**src/pkg/timer_pkg.sv**
```systemverilog
/*
 * Shared constants of the three-channel timer counter: register offsets,
 * field positions, reset values and prescaler tap masks.
 * Assumes a 32-bit AXI4-Lite register bus with byte addresses.
 */
package timer_pkg;
	localparam int          ADDR_W      = 8;
	localparam int          CNT_W       = 8;
	localparam int          PRE_W       = 12;
	// register byte offsets
	localparam logic [7:0]  OFS_CTRL    = 8'h00;
	localparam logic [7:0]  OFS_MODE0   = 8'h04;
	localparam logic [7:0]  OFS_MODE1   = 8'h08;
	localparam logic [7:0]  OFS_MODE2   = 8'h0c;
	localparam logic [7:0]  OFS_MOD0    = 8'h10;
	localparam logic [7:0]  OFS_MOD1    = 8'h14;
	localparam logic [7:0]  OFS_MOD2    = 8'h18;
	localparam logic [7:0]  OFS_MOD2H   = 8'h1c;
	localparam logic [7:0]  OFS_CNT0    = 8'h20;
	localparam logic [7:0]  OFS_CNT1    = 8'h24;
	localparam logic [7:0]  OFS_CNT2    = 8'h28;
	localparam logic [7:0]  OFS_CTRL2   = 8'h2c;
	localparam logic [7:0]  OFS_STAT    = 8'h30;
	localparam logic [7:0]  OFS_MASK    = 8'h34;
	localparam logic [7:0]  OFS_PDIR    = 8'h38;
	localparam logic [7:0]  OFS_PORT    = 8'h3c;
	// field positions
	localparam int          CTRL_RUN_LSB = 0;
	localparam int          CTRL_OE_LSB  = 4;
	localparam int          MODE_SEL_LSB = 2;
	localparam int          CTRL2_CARR   = 0;
	// mode pair encodings
	localparam logic [1:0]  PAIR_8BIT   = 2'h0;
	localparam logic [1:0]  PAIR_PWM    = 2'h1;
	localparam logic [1:0]  PAIR_16BIT  = 2'h2;
	localparam logic [1:0]  PAIR_CARR   = 2'h3;
	// reset values
	localparam logic [7:0]  MOD_RST     = 8'hff;
	localparam logic [4:0]  MODE_RST    = 5'h00;
	// prescaler taps: system clock over 2^5, 2^6, 2^8, 2^10, 2^12
	localparam logic [11:0] TAP_5       = 12'h01f;
	localparam logic [11:0] TAP_6       = 12'h03f;
	localparam logic [11:0] TAP_8       = 12'h0ff;
	localparam logic [11:0] TAP_10      = 12'h3ff;
	localparam logic [11:0] TAP_12      = 12'hfff;
	// bus responses
	localparam logic [1:0]  RESP_OKAY   = 2'h0;
	localparam logic [1:0]  RESP_SLVERR = 2'h2;
endpackage

```
**src/timer_chan.sv**
```systemverilog
/*
 * One 8-bit count register with its output toggle flip-flop.
 * Assumes the parent gates hit with the channel's run state and its
 * selected comparator; tick is gated with run here.
 */
`timescale 1ns/1ns
module timer_chan
	import timer_pkg::*;
(
	input  wire logic             clk,
	input  wire logic             sys_rst,
	input  wire logic             start,
	input  wire logic             run,
	input  wire logic             tick,
	input  wire logic             hit,
	output logic      [CNT_W-1:0] count,
	output logic                  tout
);
	logic [CNT_W-1:0] next_count;
	logic             next_tout;

	// restart, compare-clear with toggle, or increment
	always_comb begin
		next_count = count;
		next_tout  = tout;
		if (start) begin
			next_count = '0;
		end else if (hit) begin
			next_count = '0;
			next_tout  = ~tout;
		end else if (run && tick) begin
			next_count = count + 8'h01;
		end
	end

	// counter and flip-flop clear on reset
	always_ff @(posedge clk) begin
		if (sys_rst) begin
			count <= '0;
			tout  <= 1'b0;
		end else begin
			count <= next_count;
			tout  <= next_tout;
		end
	end
endmodule

```
**src/timer_counter.sv**
```systemverilog
/*
 * Three-channel 8-bit timer counter with AXI4-Lite registers, sticky
 * match interrupts and three timer output pins shared with port bits.
 * Assumes one clock, synchronous active-high reset, synchronous pins.
 */
`timescale 1ns/1ns
// Overview of operation
// - three channels each own a count, modulo, comparator and toggle.
// - each channel is an interval timer raising a match interrupt.
// - each channel can drive a square wave on its own timer pin.
// - count registers read back at any time without disturbing counts.
// - mode pairs of channels 1 and 2 select 8-bit, pwm, 16-bit, carrier.
// - pulse-width generation exists only on channel 2.
// - in 16-bit mode channel 1 reloads and toggles on the joint match of both counts with mod1 and mod2.
// - a channel 1 match sets its request flag; a clear resets it.
// - pin 1 carries the toggle only while its output enable is set.
// - reset loads all modulo registers with ones, clears the rest.
module timer_counter
	import timer_pkg::*;
(
	input  wire logic              clk,
	input  wire logic              sys_rst,
	input  wire logic [ADDR_W-1:0] awaddr,
	input  wire logic              awvalid,
	output logic                   awready,
	input  wire logic [31:0]       wdata,
	input  wire logic [3:0]        wstrb,
	input  wire logic              wvalid,
	output logic                   wready,
	output logic      [1:0]        bresp,
	output logic                   bvalid,
	input  wire logic              bready,
	input  wire logic [ADDR_W-1:0] araddr,
	input  wire logic              arvalid,
	output logic                   arready,
	output logic      [31:0]       rdata,
	output logic      [1:0]        rresp,
	output logic                   rvalid,
	input  wire logic              rready,
	output logic                   irq,
	input  wire logic              timer_out_pin0_in,
	output logic                   timer_out_pin0_out,
	output logic                   timer_out_pin0_oe,
	input  wire logic              timer_out_pin1_in,
	output logic                   timer_out_pin1_out,
	output logic                   timer_out_pin1_oe,
	input  wire logic              timer_out_pin2_in,
	output logic                   timer_out_pin2_out,
	output logic                   timer_out_pin2_oe
);
	// software registers
	logic [6:0]       ctrl;
	logic [4:0]       chan0_mode_reg;
	logic [4:0]       chan1_mode_reg;
	logic [4:0]       chan2_mode_reg;
	logic [7:0]       mod0;
	logic [7:0]       mod1;
	logic [7:0]       mod2;
	logic [7:0]       chan2_high_period_modulo;
	logic [6:0]       chan2_control_reg;
	logic [2:0]       irq_stat;
	logic [2:0]       irq_mask;
	logic [2:0]       port_dir_group_a;
	logic [2:0]       port_latch;
	logic [6:0]       next_ctrl;
	logic [4:0]       next_mode0;
	logic [4:0]       next_mode1;
	logic [4:0]       next_mode2;
	logic [7:0]       next_mod0;
	logic [7:0]       next_mod1;
	logic [7:0]       next_mod2;
	logic [7:0]       next_mod2h;
	logic [6:0]       next_ctrl2;
	logic [2:0]       next_irq_stat;
	logic [2:0]       next_irq_mask;
	logic [2:0]       next_pdir;
	logic [2:0]       next_port_latch;
	// bus state
	logic             aw_held;
	logic             w_held;
	logic [7:0]       waddr_q;
	logic [31:0]      wdata_q;
	logic             wstrb0_q;
	logic             next_aw_held;
	logic             next_w_held;
	logic [7:0]       next_waddr_q;
	logic [31:0]      next_wdata_q;
	logic             next_wstrb0_q;
	logic [1:0]       next_bresp;
	logic             next_bvalid;
	logic [31:0]      next_rdata;
	logic [1:0]       next_rresp;
	logic             next_rvalid;
	// timer datapath
	logic [PRE_W-1:0] presc;
	logic [2:0]       start;
	logic [2:0]       tick;
	logic [2:0]       hit;
	logic [2:0]       tout;
	logic [7:0]       cnt [3];
	logic [7:0]       cmp2;
	logic             mode16;
	logic             pwm2;
	logic             carr;
	logic             ev16;
	logic [2:0]       ev;
	logic             wr_fire;
	logic [2:0]       next_pin_out;
	logic [2:0]       pin_in;
	logic [2:0]       chan1_match_event_v;

	// prescaler tick for a three-bit clock select
	function automatic logic sel_tick(input logic [2:0] sel,
		input logic [PRE_W-1:0] p);
		logic [PRE_W-1:0] m;
		m = TAP_12;
		case (sel)
			3'h0: m = TAP_5;
			3'h1: m = TAP_6;
			3'h2: m = TAP_8;
			3'h3: m = TAP_10;
			default: m = TAP_12;
		endcase
		return (p & m) == m;
	endfunction

	// address decode shared by reads and writes
	function automatic logic is_mapped(input logic [7:0] a);
		return (a[1:0] == 2'h0) && (a <= OFS_PORT);
	endfunction

	// mode decode of the two mode pairs
	assign mode16 = chan1_mode_reg[1:0] == PAIR_16BIT &&
		chan2_mode_reg[1:0] == PAIR_16BIT;
	assign pwm2   = chan1_mode_reg[1:0] == PAIR_8BIT &&
		chan2_mode_reg[1:0] == PAIR_PWM;
	assign carr   = chan1_mode_reg[1:0] == PAIR_8BIT &&
		chan2_mode_reg[1:0] == PAIR_CARR;
	assign pin_in = {timer_out_pin2_in, timer_out_pin1_in,
		timer_out_pin0_in};

	// free-running prescaler shared by all channels
	always_ff @(posedge clk) begin
		if (sys_rst) begin
			presc <= '0;
		end else begin
			presc <= presc + 12'h001;
		end
	end

	// ticks, comparators and match events
	assign wr_fire  = aw_held && w_held && !bvalid;
	assign start    = (wr_fire && wstrb0_q && waddr_q == OFS_CTRL) ?
		wdata_q[2:0] : 3'h0;
	assign cmp2     = (pwm2 || carr) && tout[2] ?
		chan2_high_period_modulo : mod2;
	assign tick[0]  = sel_tick(chan0_mode_reg[4:2], presc);
	assign tick[2]  = sel_tick(chan2_mode_reg[4:2], presc);
	assign tick[1]  = mode16 ? (tick[2] && cnt[2] == 8'hff) :
		sel_tick(chan1_mode_reg[4:2], presc);
	assign ev16     = ctrl[2] && tick[2] &&
		{cnt[1], cnt[2]} == {mod1, mod2};
	assign hit[0]   = ctrl[0] && tick[0] && cnt[0] == mod0;
	assign hit[1]   = mode16 ? ev16 :
		ctrl[1] && tick[1] && cnt[1] == mod1;
	assign hit[2]   = mode16 ? ev16 :
		ctrl[2] && tick[2] && cnt[2] == cmp2;
	assign chan1_match_event_v = {1'b0, hit[1], 1'b0};
	assign ev       = hit;

	// three identical channels
	for (genvar i = 0; i < 3; i++) begin : g_chan
		timer_chan u_chan (
			.clk     (clk),
			.sys_rst (sys_rst),
			.start   (i == 1 && mode16 ? start[2] : start[i]),
			.run     (i == 1 && mode16 ? ctrl[2] : ctrl[i]),
			.tick    (tick[i]),
			.hit     (hit[i]),
			.count   (cnt[i]),
			.tout    (tout[i])
		);
	end

	// write channel: hold address and data, then commit and respond
	always_comb begin
		next_aw_held  = aw_held;
		next_w_held   = w_held;
		next_waddr_q  = waddr_q;
		next_wdata_q  = wdata_q;
		next_wstrb0_q = wstrb0_q;
		next_bresp    = bresp;
		next_bvalid   = bvalid;
		if (bvalid && bready) begin
			next_bvalid = 1'b0;
		end
		if (awvalid && awready) begin
			next_aw_held = 1'b1;
			next_waddr_q = awaddr;
		end
		if (wvalid && wready) begin
			next_w_held   = 1'b1;
			next_wdata_q  = wdata;
			next_wstrb0_q = wstrb[0];
		end
		if (wr_fire) begin
			next_aw_held = 1'b0;
			next_w_held  = 1'b0;
			next_bvalid  = 1'b1;
			next_bresp   = is_mapped(waddr_q) ? RESP_OKAY : RESP_SLVERR;
		end
	end

	// read channel: one-cycle answer with live register values
	always_comb begin
		next_rdata  = rdata;
		next_rresp  = rresp;
		next_rvalid = rvalid;
		if (rvalid && rready) begin
			next_rvalid = 1'b0;
		end
		if (arvalid && arready) begin
			next_rvalid = 1'b1;
			next_rresp  = is_mapped(araddr) ? RESP_OKAY : RESP_SLVERR;
			case (araddr)
				OFS_CTRL:  next_rdata = {25'h0, ctrl};
				OFS_MODE0: next_rdata = {27'h0, chan0_mode_reg};
				OFS_MODE1: next_rdata = {27'h0, chan1_mode_reg};
				OFS_MODE2: next_rdata = {27'h0, chan2_mode_reg};
				OFS_MOD0:  next_rdata = {24'h0, mod0};
				OFS_MOD1:  next_rdata = {24'h0, mod1};
				OFS_MOD2:  next_rdata = {24'h0, mod2};
				OFS_MOD2H: next_rdata = {24'h0, chan2_high_period_modulo};
				OFS_CNT0:  next_rdata = {24'h0, cnt[0]};
				OFS_CNT1:  next_rdata = {24'h0, cnt[1]};
				OFS_CNT2:  next_rdata = {24'h0, cnt[2]};
				OFS_CTRL2: next_rdata = {25'h0, chan2_control_reg};
				OFS_STAT:  next_rdata = {29'h0, irq_stat};
				OFS_MASK:  next_rdata = {29'h0, irq_mask};
				OFS_PDIR:  next_rdata = {29'h0, port_dir_group_a};
				OFS_PORT:  next_rdata = {29'h0, pin_in};
				default:   next_rdata = 32'h0;
			endcase
		end
	end

	// register file updates and sticky status
	always_comb begin
		next_ctrl       = ctrl;
		next_mode0      = chan0_mode_reg;
		next_mode1      = chan1_mode_reg;
		next_mode2      = chan2_mode_reg;
		next_mod0       = mod0;
		next_mod1       = mod1;
		next_mod2       = mod2;
		next_mod2h      = chan2_high_period_modulo;
		next_ctrl2      = chan2_control_reg;
		next_irq_mask   = irq_mask;
		next_pdir       = port_dir_group_a;
		next_port_latch = port_latch;
		next_irq_stat   = irq_stat;
		if (wr_fire && wstrb0_q) begin
			case (waddr_q)
				OFS_CTRL:  next_ctrl = wdata_q[6:0];
				OFS_MODE0: next_mode0 = {wdata_q[4:2], 2'h0};
				OFS_MODE1: next_mode1 = wdata_q[4:0];
				OFS_MODE2: next_mode2 = wdata_q[4:0];
				OFS_MOD0:  next_mod0 = wdata_q[7:0];
				OFS_MOD1:  next_mod1 = wdata_q[7:0];
				OFS_MOD2:  next_mod2 = wdata_q[7:0];
				OFS_MOD2H: next_mod2h = wdata_q[7:0];
				OFS_CTRL2: next_ctrl2 = wdata_q[6:0];
				OFS_STAT:  next_irq_stat = irq_stat & ~wdata_q[2:0];
				OFS_MASK:  next_irq_mask = wdata_q[2:0];
				OFS_PDIR:  next_pdir = wdata_q[2:0];
				OFS_PORT:  next_port_latch = wdata_q[2:0];
				default:   next_ctrl = ctrl;
			endcase
		end
		next_irq_stat = next_irq_stat | ev;
	end

	// pin drive: toggle when enabled, else the port latch
	always_comb begin
		for (int i = 0; i < 3; i++) begin
			next_pin_out[i] = ctrl[CTRL_OE_LSB + i] ? tout[i] :
				port_latch[i];
		end
		if (carr && ctrl[CTRL_OE_LSB + 2] &&
			chan2_control_reg[CTRL2_CARR]) begin
			next_pin_out[2] = tout[2] & tout[1]; // carrier gated
		end
	end

	// all registered state except the prescaler and the channel counts and toggles
	always_ff @(posedge clk) begin
		if (sys_rst) begin
			ctrl                     <= '0;
			chan0_mode_reg           <= MODE_RST;
			chan1_mode_reg           <= MODE_RST;
			chan2_mode_reg           <= MODE_RST;
			mod0                     <= MOD_RST;
			mod1                     <= MOD_RST;
			mod2                     <= MOD_RST;
			chan2_high_period_modulo <= MOD_RST;
			chan2_control_reg        <= '0;
			irq_stat                 <= '0;
			irq_mask                 <= '0;
			port_dir_group_a         <= '0;
			port_latch               <= '0;
			aw_held                  <= 1'b0;
			w_held                   <= 1'b0;
			waddr_q                  <= '0;
			wdata_q                  <= '0;
			wstrb0_q                 <= 1'b0;
			awready                  <= 1'b0;
			wready                   <= 1'b0;
			bresp                    <= RESP_OKAY;
			bvalid                   <= 1'b0;
			arready                  <= 1'b0;
			rdata                    <= '0;
			rresp                    <= RESP_OKAY;
			rvalid                   <= 1'b0;
			irq                      <= 1'b0;
			timer_out_pin0_out       <= 1'b0;
			timer_out_pin0_oe        <= 1'b0;
			timer_out_pin1_out       <= 1'b0;
			timer_out_pin1_oe        <= 1'b0;
			timer_out_pin2_out       <= 1'b0;
			timer_out_pin2_oe        <= 1'b0;
		end else begin
			ctrl                     <= next_ctrl;
			chan0_mode_reg           <= next_mode0;
			chan1_mode_reg           <= next_mode1;
			chan2_mode_reg           <= next_mode2;
			mod0                     <= next_mod0;
			mod1                     <= next_mod1;
			mod2                     <= next_mod2;
			chan2_high_period_modulo <= next_mod2h;
			chan2_control_reg        <= next_ctrl2;
			irq_stat                 <= next_irq_stat;
			irq_mask                 <= next_irq_mask;
			port_dir_group_a         <= next_pdir;
			port_latch               <= next_port_latch;
			aw_held                  <= next_aw_held;
			w_held                   <= next_w_held;
			waddr_q                  <= next_waddr_q;
			wdata_q                  <= next_wdata_q;
			wstrb0_q                 <= next_wstrb0_q;
			awready                  <= !next_aw_held;
			wready                   <= !next_w_held;
			bresp                    <= next_bresp;
			bvalid                   <= next_bvalid;
			arready                  <= !next_rvalid;
			rdata                    <= next_rdata;
			rresp                    <= next_rresp;
			rvalid                   <= next_rvalid;
			irq                      <= |(next_irq_stat & irq_mask);
			timer_out_pin0_out       <= next_pin_out[0];
			timer_out_pin0_oe        <= port_dir_group_a[0];
			timer_out_pin1_out       <= next_pin_out[1];
			timer_out_pin1_oe        <= port_dir_group_a[1];
			timer_out_pin2_out       <= next_pin_out[2];
			timer_out_pin2_oe        <= port_dir_group_a[2];
		end
	end
endmodule

```
**config.mk**
```make
export PLATFORM = sky130hd
export DESIGN_NAME = timer_counter
export DESIGN_NICKNAME = d
export VERILOG_FILES = /design/src/pkg/timer_pkg.sv /design/src/timer_chan.sv /design/src/timer_counter.sv
export SDC_FILE = /design/constraint.sdc
export NUM_CORES = 1
export LEC_CHECK = 0
export ABC_AREA = 1
export BUFFER_PORTS_ARGS = -buffer_cell sky130_fd_sc_hd__buf_4
export CORE_MARGIN = 2
export CORE_UTILIZATION = 50
export DETAILED_ROUTE_END_ITERATION = 16
export GPL_ROUTABILITY_DRIVEN = 0
export PLACE_DENSITY = 0.71
export SYNTH_ARGS = -nofsm -noshare
export SYNTH_HDL_FRONTEND = slang
export SYNTH_SLANG_ARGS = --single-unit
```
**constraint.sdc**
```tcl
create_clock -name clk -period 2.2 [get_ports clk]
set_clock_uncertainty 0.1 [all_clocks]
set_input_delay 0.11 -clock clk [delete_from_list [all_inputs] [get_ports clk]]
set_output_delay 0.11 -clock clk [all_outputs]
set_load 0.005 [all_outputs]
```
==> flow_summary.ini <==
[critical_path]
r2r_setup_slack_ps = 180
cp_max_fo = 6
required_ps = 2470
worst_setup_path_start_kind = register
critPathKind = reg -> reg
crit_arrival_ps = 2290
cp-end-kind = register

[synth]
synth_adder_area_share = 0.006638
synthSimpleGateAreaFrac = 0.2720
synth_compound_area_frac = 0.1867
synth_flop_cell = dfxtp_1
syn_area_sq_um = 7540
async_reset_ff_frac = 0
postSynthAreaPerCell_sq_um = 7.086
ys_ff_latch = 151
ys_types = 44
synth_top_family_by_area = simple AND/OR/NAND/NOR gates
synth-xor-area-share = 0.02323
ys_warn_count = 0
synth_mux_area_frac = 0
synth_edf_count = 0
yosysSeqAreaShare = 0.4009
synth_cells = 1064

[clocking]
cts.sinks = 151
cts_buffers = 17
htreeDepth = 4
clock_latency_ps = 420
cts_tree = done
cts_root_buf = clkbuf_16
clockBufferDepth = 2
cts.clk_slew.worst_paths_ps = 60

[placed_design]
dp_slack_ps = 33.38
dpl.hpwl_mm = 16.24
io_buffers = 56

[final_layout]
top_register = g_chan.u_chan.count
final_core_util = 0.6259
layout-drive-gt1-share = 0.1540
antenna_cells = 0
largest_reg_flops = 24
finalNetCount = 1241
synthToLayoutAreaGrowth_pct = 21.57
reg_top3 = g_chan.u_chan.count x24, presc x12

[global_routing]
antenna_found_initial = 0
grt_pass1_vias = 6829
grt_pass1_wl_mm = 34.91
grt_max_degree = 45
track_usage = 0.2779
overflow = 0

[timing]
hold_viol_final = 0
fmax_mhz = 494.3
slew_headroom = 0.6310
setup_violations = 0
worst_pin_slew_ps = 552.1
final.period_utilization = 0.9196
drv_slew = 0
rsz0062_at_grt = yes
fin_crit_ps = 2023
fin_ws_ps = 176.8

[detailed_routing]
vias = 7554
avgRoutedWirePerCell_um = 16.10
drtPass1Iterations = 5
drt-vias-per-instance = 5.506
drtIter0Drc = 738
drc = 0
ant_nets = 0
wl_mm = 22.09

[die]
rows = 44
dieArea_sq_um = 16080
start_util = 0.5149
dieHeight_um = 126.8
ioPinCount = 110
core-area_sq_um = 14640
die_w_um = 126.8

[power_and_ir_drop]
leakage_nw = 3.963
power_mw = 5.994
irDropWorstVdd_uv = 556.9
p_per_area_nw_per_um2 = 654.0

[flow_run]
max-cap-violations = 0

[worst_hold_path]
min_path_type = in -> reg

[outcome]
status = finished, final reports clean
==> worst paths after layout <==
check / startpoint / to / cells after the start
worst max-delay path: presc[0] / irq / 13
worst min-delay path: araddr[1] / rresp[1] / 5
worst max register to register: presc[0] / irq / 13
worst min register to register: port_dir_group_a[2] / timer_out_pin2_oe / 2
==> final cells by class <==
class	count	area, sq um
Clock inverter	10	95.09
Clock buffer	22	484.2
Multi-Input combinational cell	746	3850
Fill cell	1325	5478
Inverter	138	518.0
Timing Repair Buffer	121	962.2
Tap cell	184	230.2
Sequential cell	151	3027
==> critical path: stages, from the launching register on <==
cell	delay, ps
dfxtp_1	340
ha_2	190
nand3_1	120
nor2_2	150
nand2_1	60
inv_1	60
nand2_2	110
nor2_4	230
nand2_1	70
nor2_1	110
nand3_2	110
nand3_1	170
nand3_1	90
nand2_1	70
==> cell families (layout without fill, tap and decap cells) <==
family	count (synthesis)	after routing
other	1	26
AO/OA/AOI/OAI	245	245
buffers and inverters	192	291
AND/OR/NAND/NOR	451	451
XOR/XNOR	20	20
flip-flops	151	151
adder cells (fa/ha/maj)	4	4
==> placed cells by master (no fill, tap or decap), types with 10 or more instances in the layout <==
cell type / count
o211ai_1: 34
a21oi_1: 80
nand3_1: 72
inv_1: 126
o21ai_1: 11
dlygate4sd3_1: 20
nor2_1: 107
dfxtp_1: 150
buf_4: 100
a211oi_1: 16
nand2_1: 191
conb_1: 26
o22ai_1: 18
xnor2_1: 13
nor3_2: 10
clkbuf_16: 17
inv_2: 11
nor3_1: 22
nand4_1: 16
o21ai_0: 77
==> synthesized netlist by cell type (2+ instances only) <==
cell type	n	area (sq um)
a21oi_1	80	400.4
nand3_1	74	370.4
nand2_2	2	12.51
nand2_1	193	724.4
o211ai_1	34	255.2
o22ai_1	18	112.6
a31oi_1	3	18.77
nand3_2	2	20.02
and2_1	2	12.51
a211oi_1	16	120.1
inv_1	128	480.5
o21ai_1	11	55.05
clkbuf_1	18	67.56
buf_2	3	15.01
inv_2	9	33.78
nand4_1	16	100.1
dfxtp_1	151	3023
buf_1	5	18.77
nor3_1	23	115.1
nor3_4	2	32.53
nor2_2	5	31.28
o21ai_0	77	385.4
nor4_1	2	12.51
xor2_1	7	61.31
xnor2_1	13	113.9
nand4_2	3	37.54
nor2_1	110	412.9
ha_1	4	50.05
buf_4	28	210.2
nor3b_1	3	22.52
nor3_2	9	90.09
==> report_power, final <==
group	internal, mW	switching (mW)	total [mW]
combinational	0.132	0.225	0.357
sequential	2.77	0.0279	2.80
clock	1.68	1.16	2.84
total	4.58	1.41	5.99
==> metrics by stage <==
step                hold slack, ps  std cells  TNS (ps)  area, sq um
floorplan                    173.3       1089         0         7634
global placement             263.8       1319         0         8303
detailed placement           265.4       1319         0         8303
CTS                          59.03       1371         0         9082
global route                 99.26       1372    -12.79         9166
finish                       69.36       1372         0         9166
==> what timing repair did <==
item	4_1_cts	5_1_grt
setup buffers	0	1
hold buffers	20	0
endpoints found under the setup margin	0	30
resized for setup	0	19
hold endpoints to repair	21	0
==> per-layer routing <==
layer  routed length, um  GRT usage  share of wire
met5                   0          0              0
met4                 804     0.1157          0.036
met3                1928    0.07887          0.087
met2                9614     0.4285           0.44
met1                9738     0.3667           0.44
(Power assumes the default switching activity.)
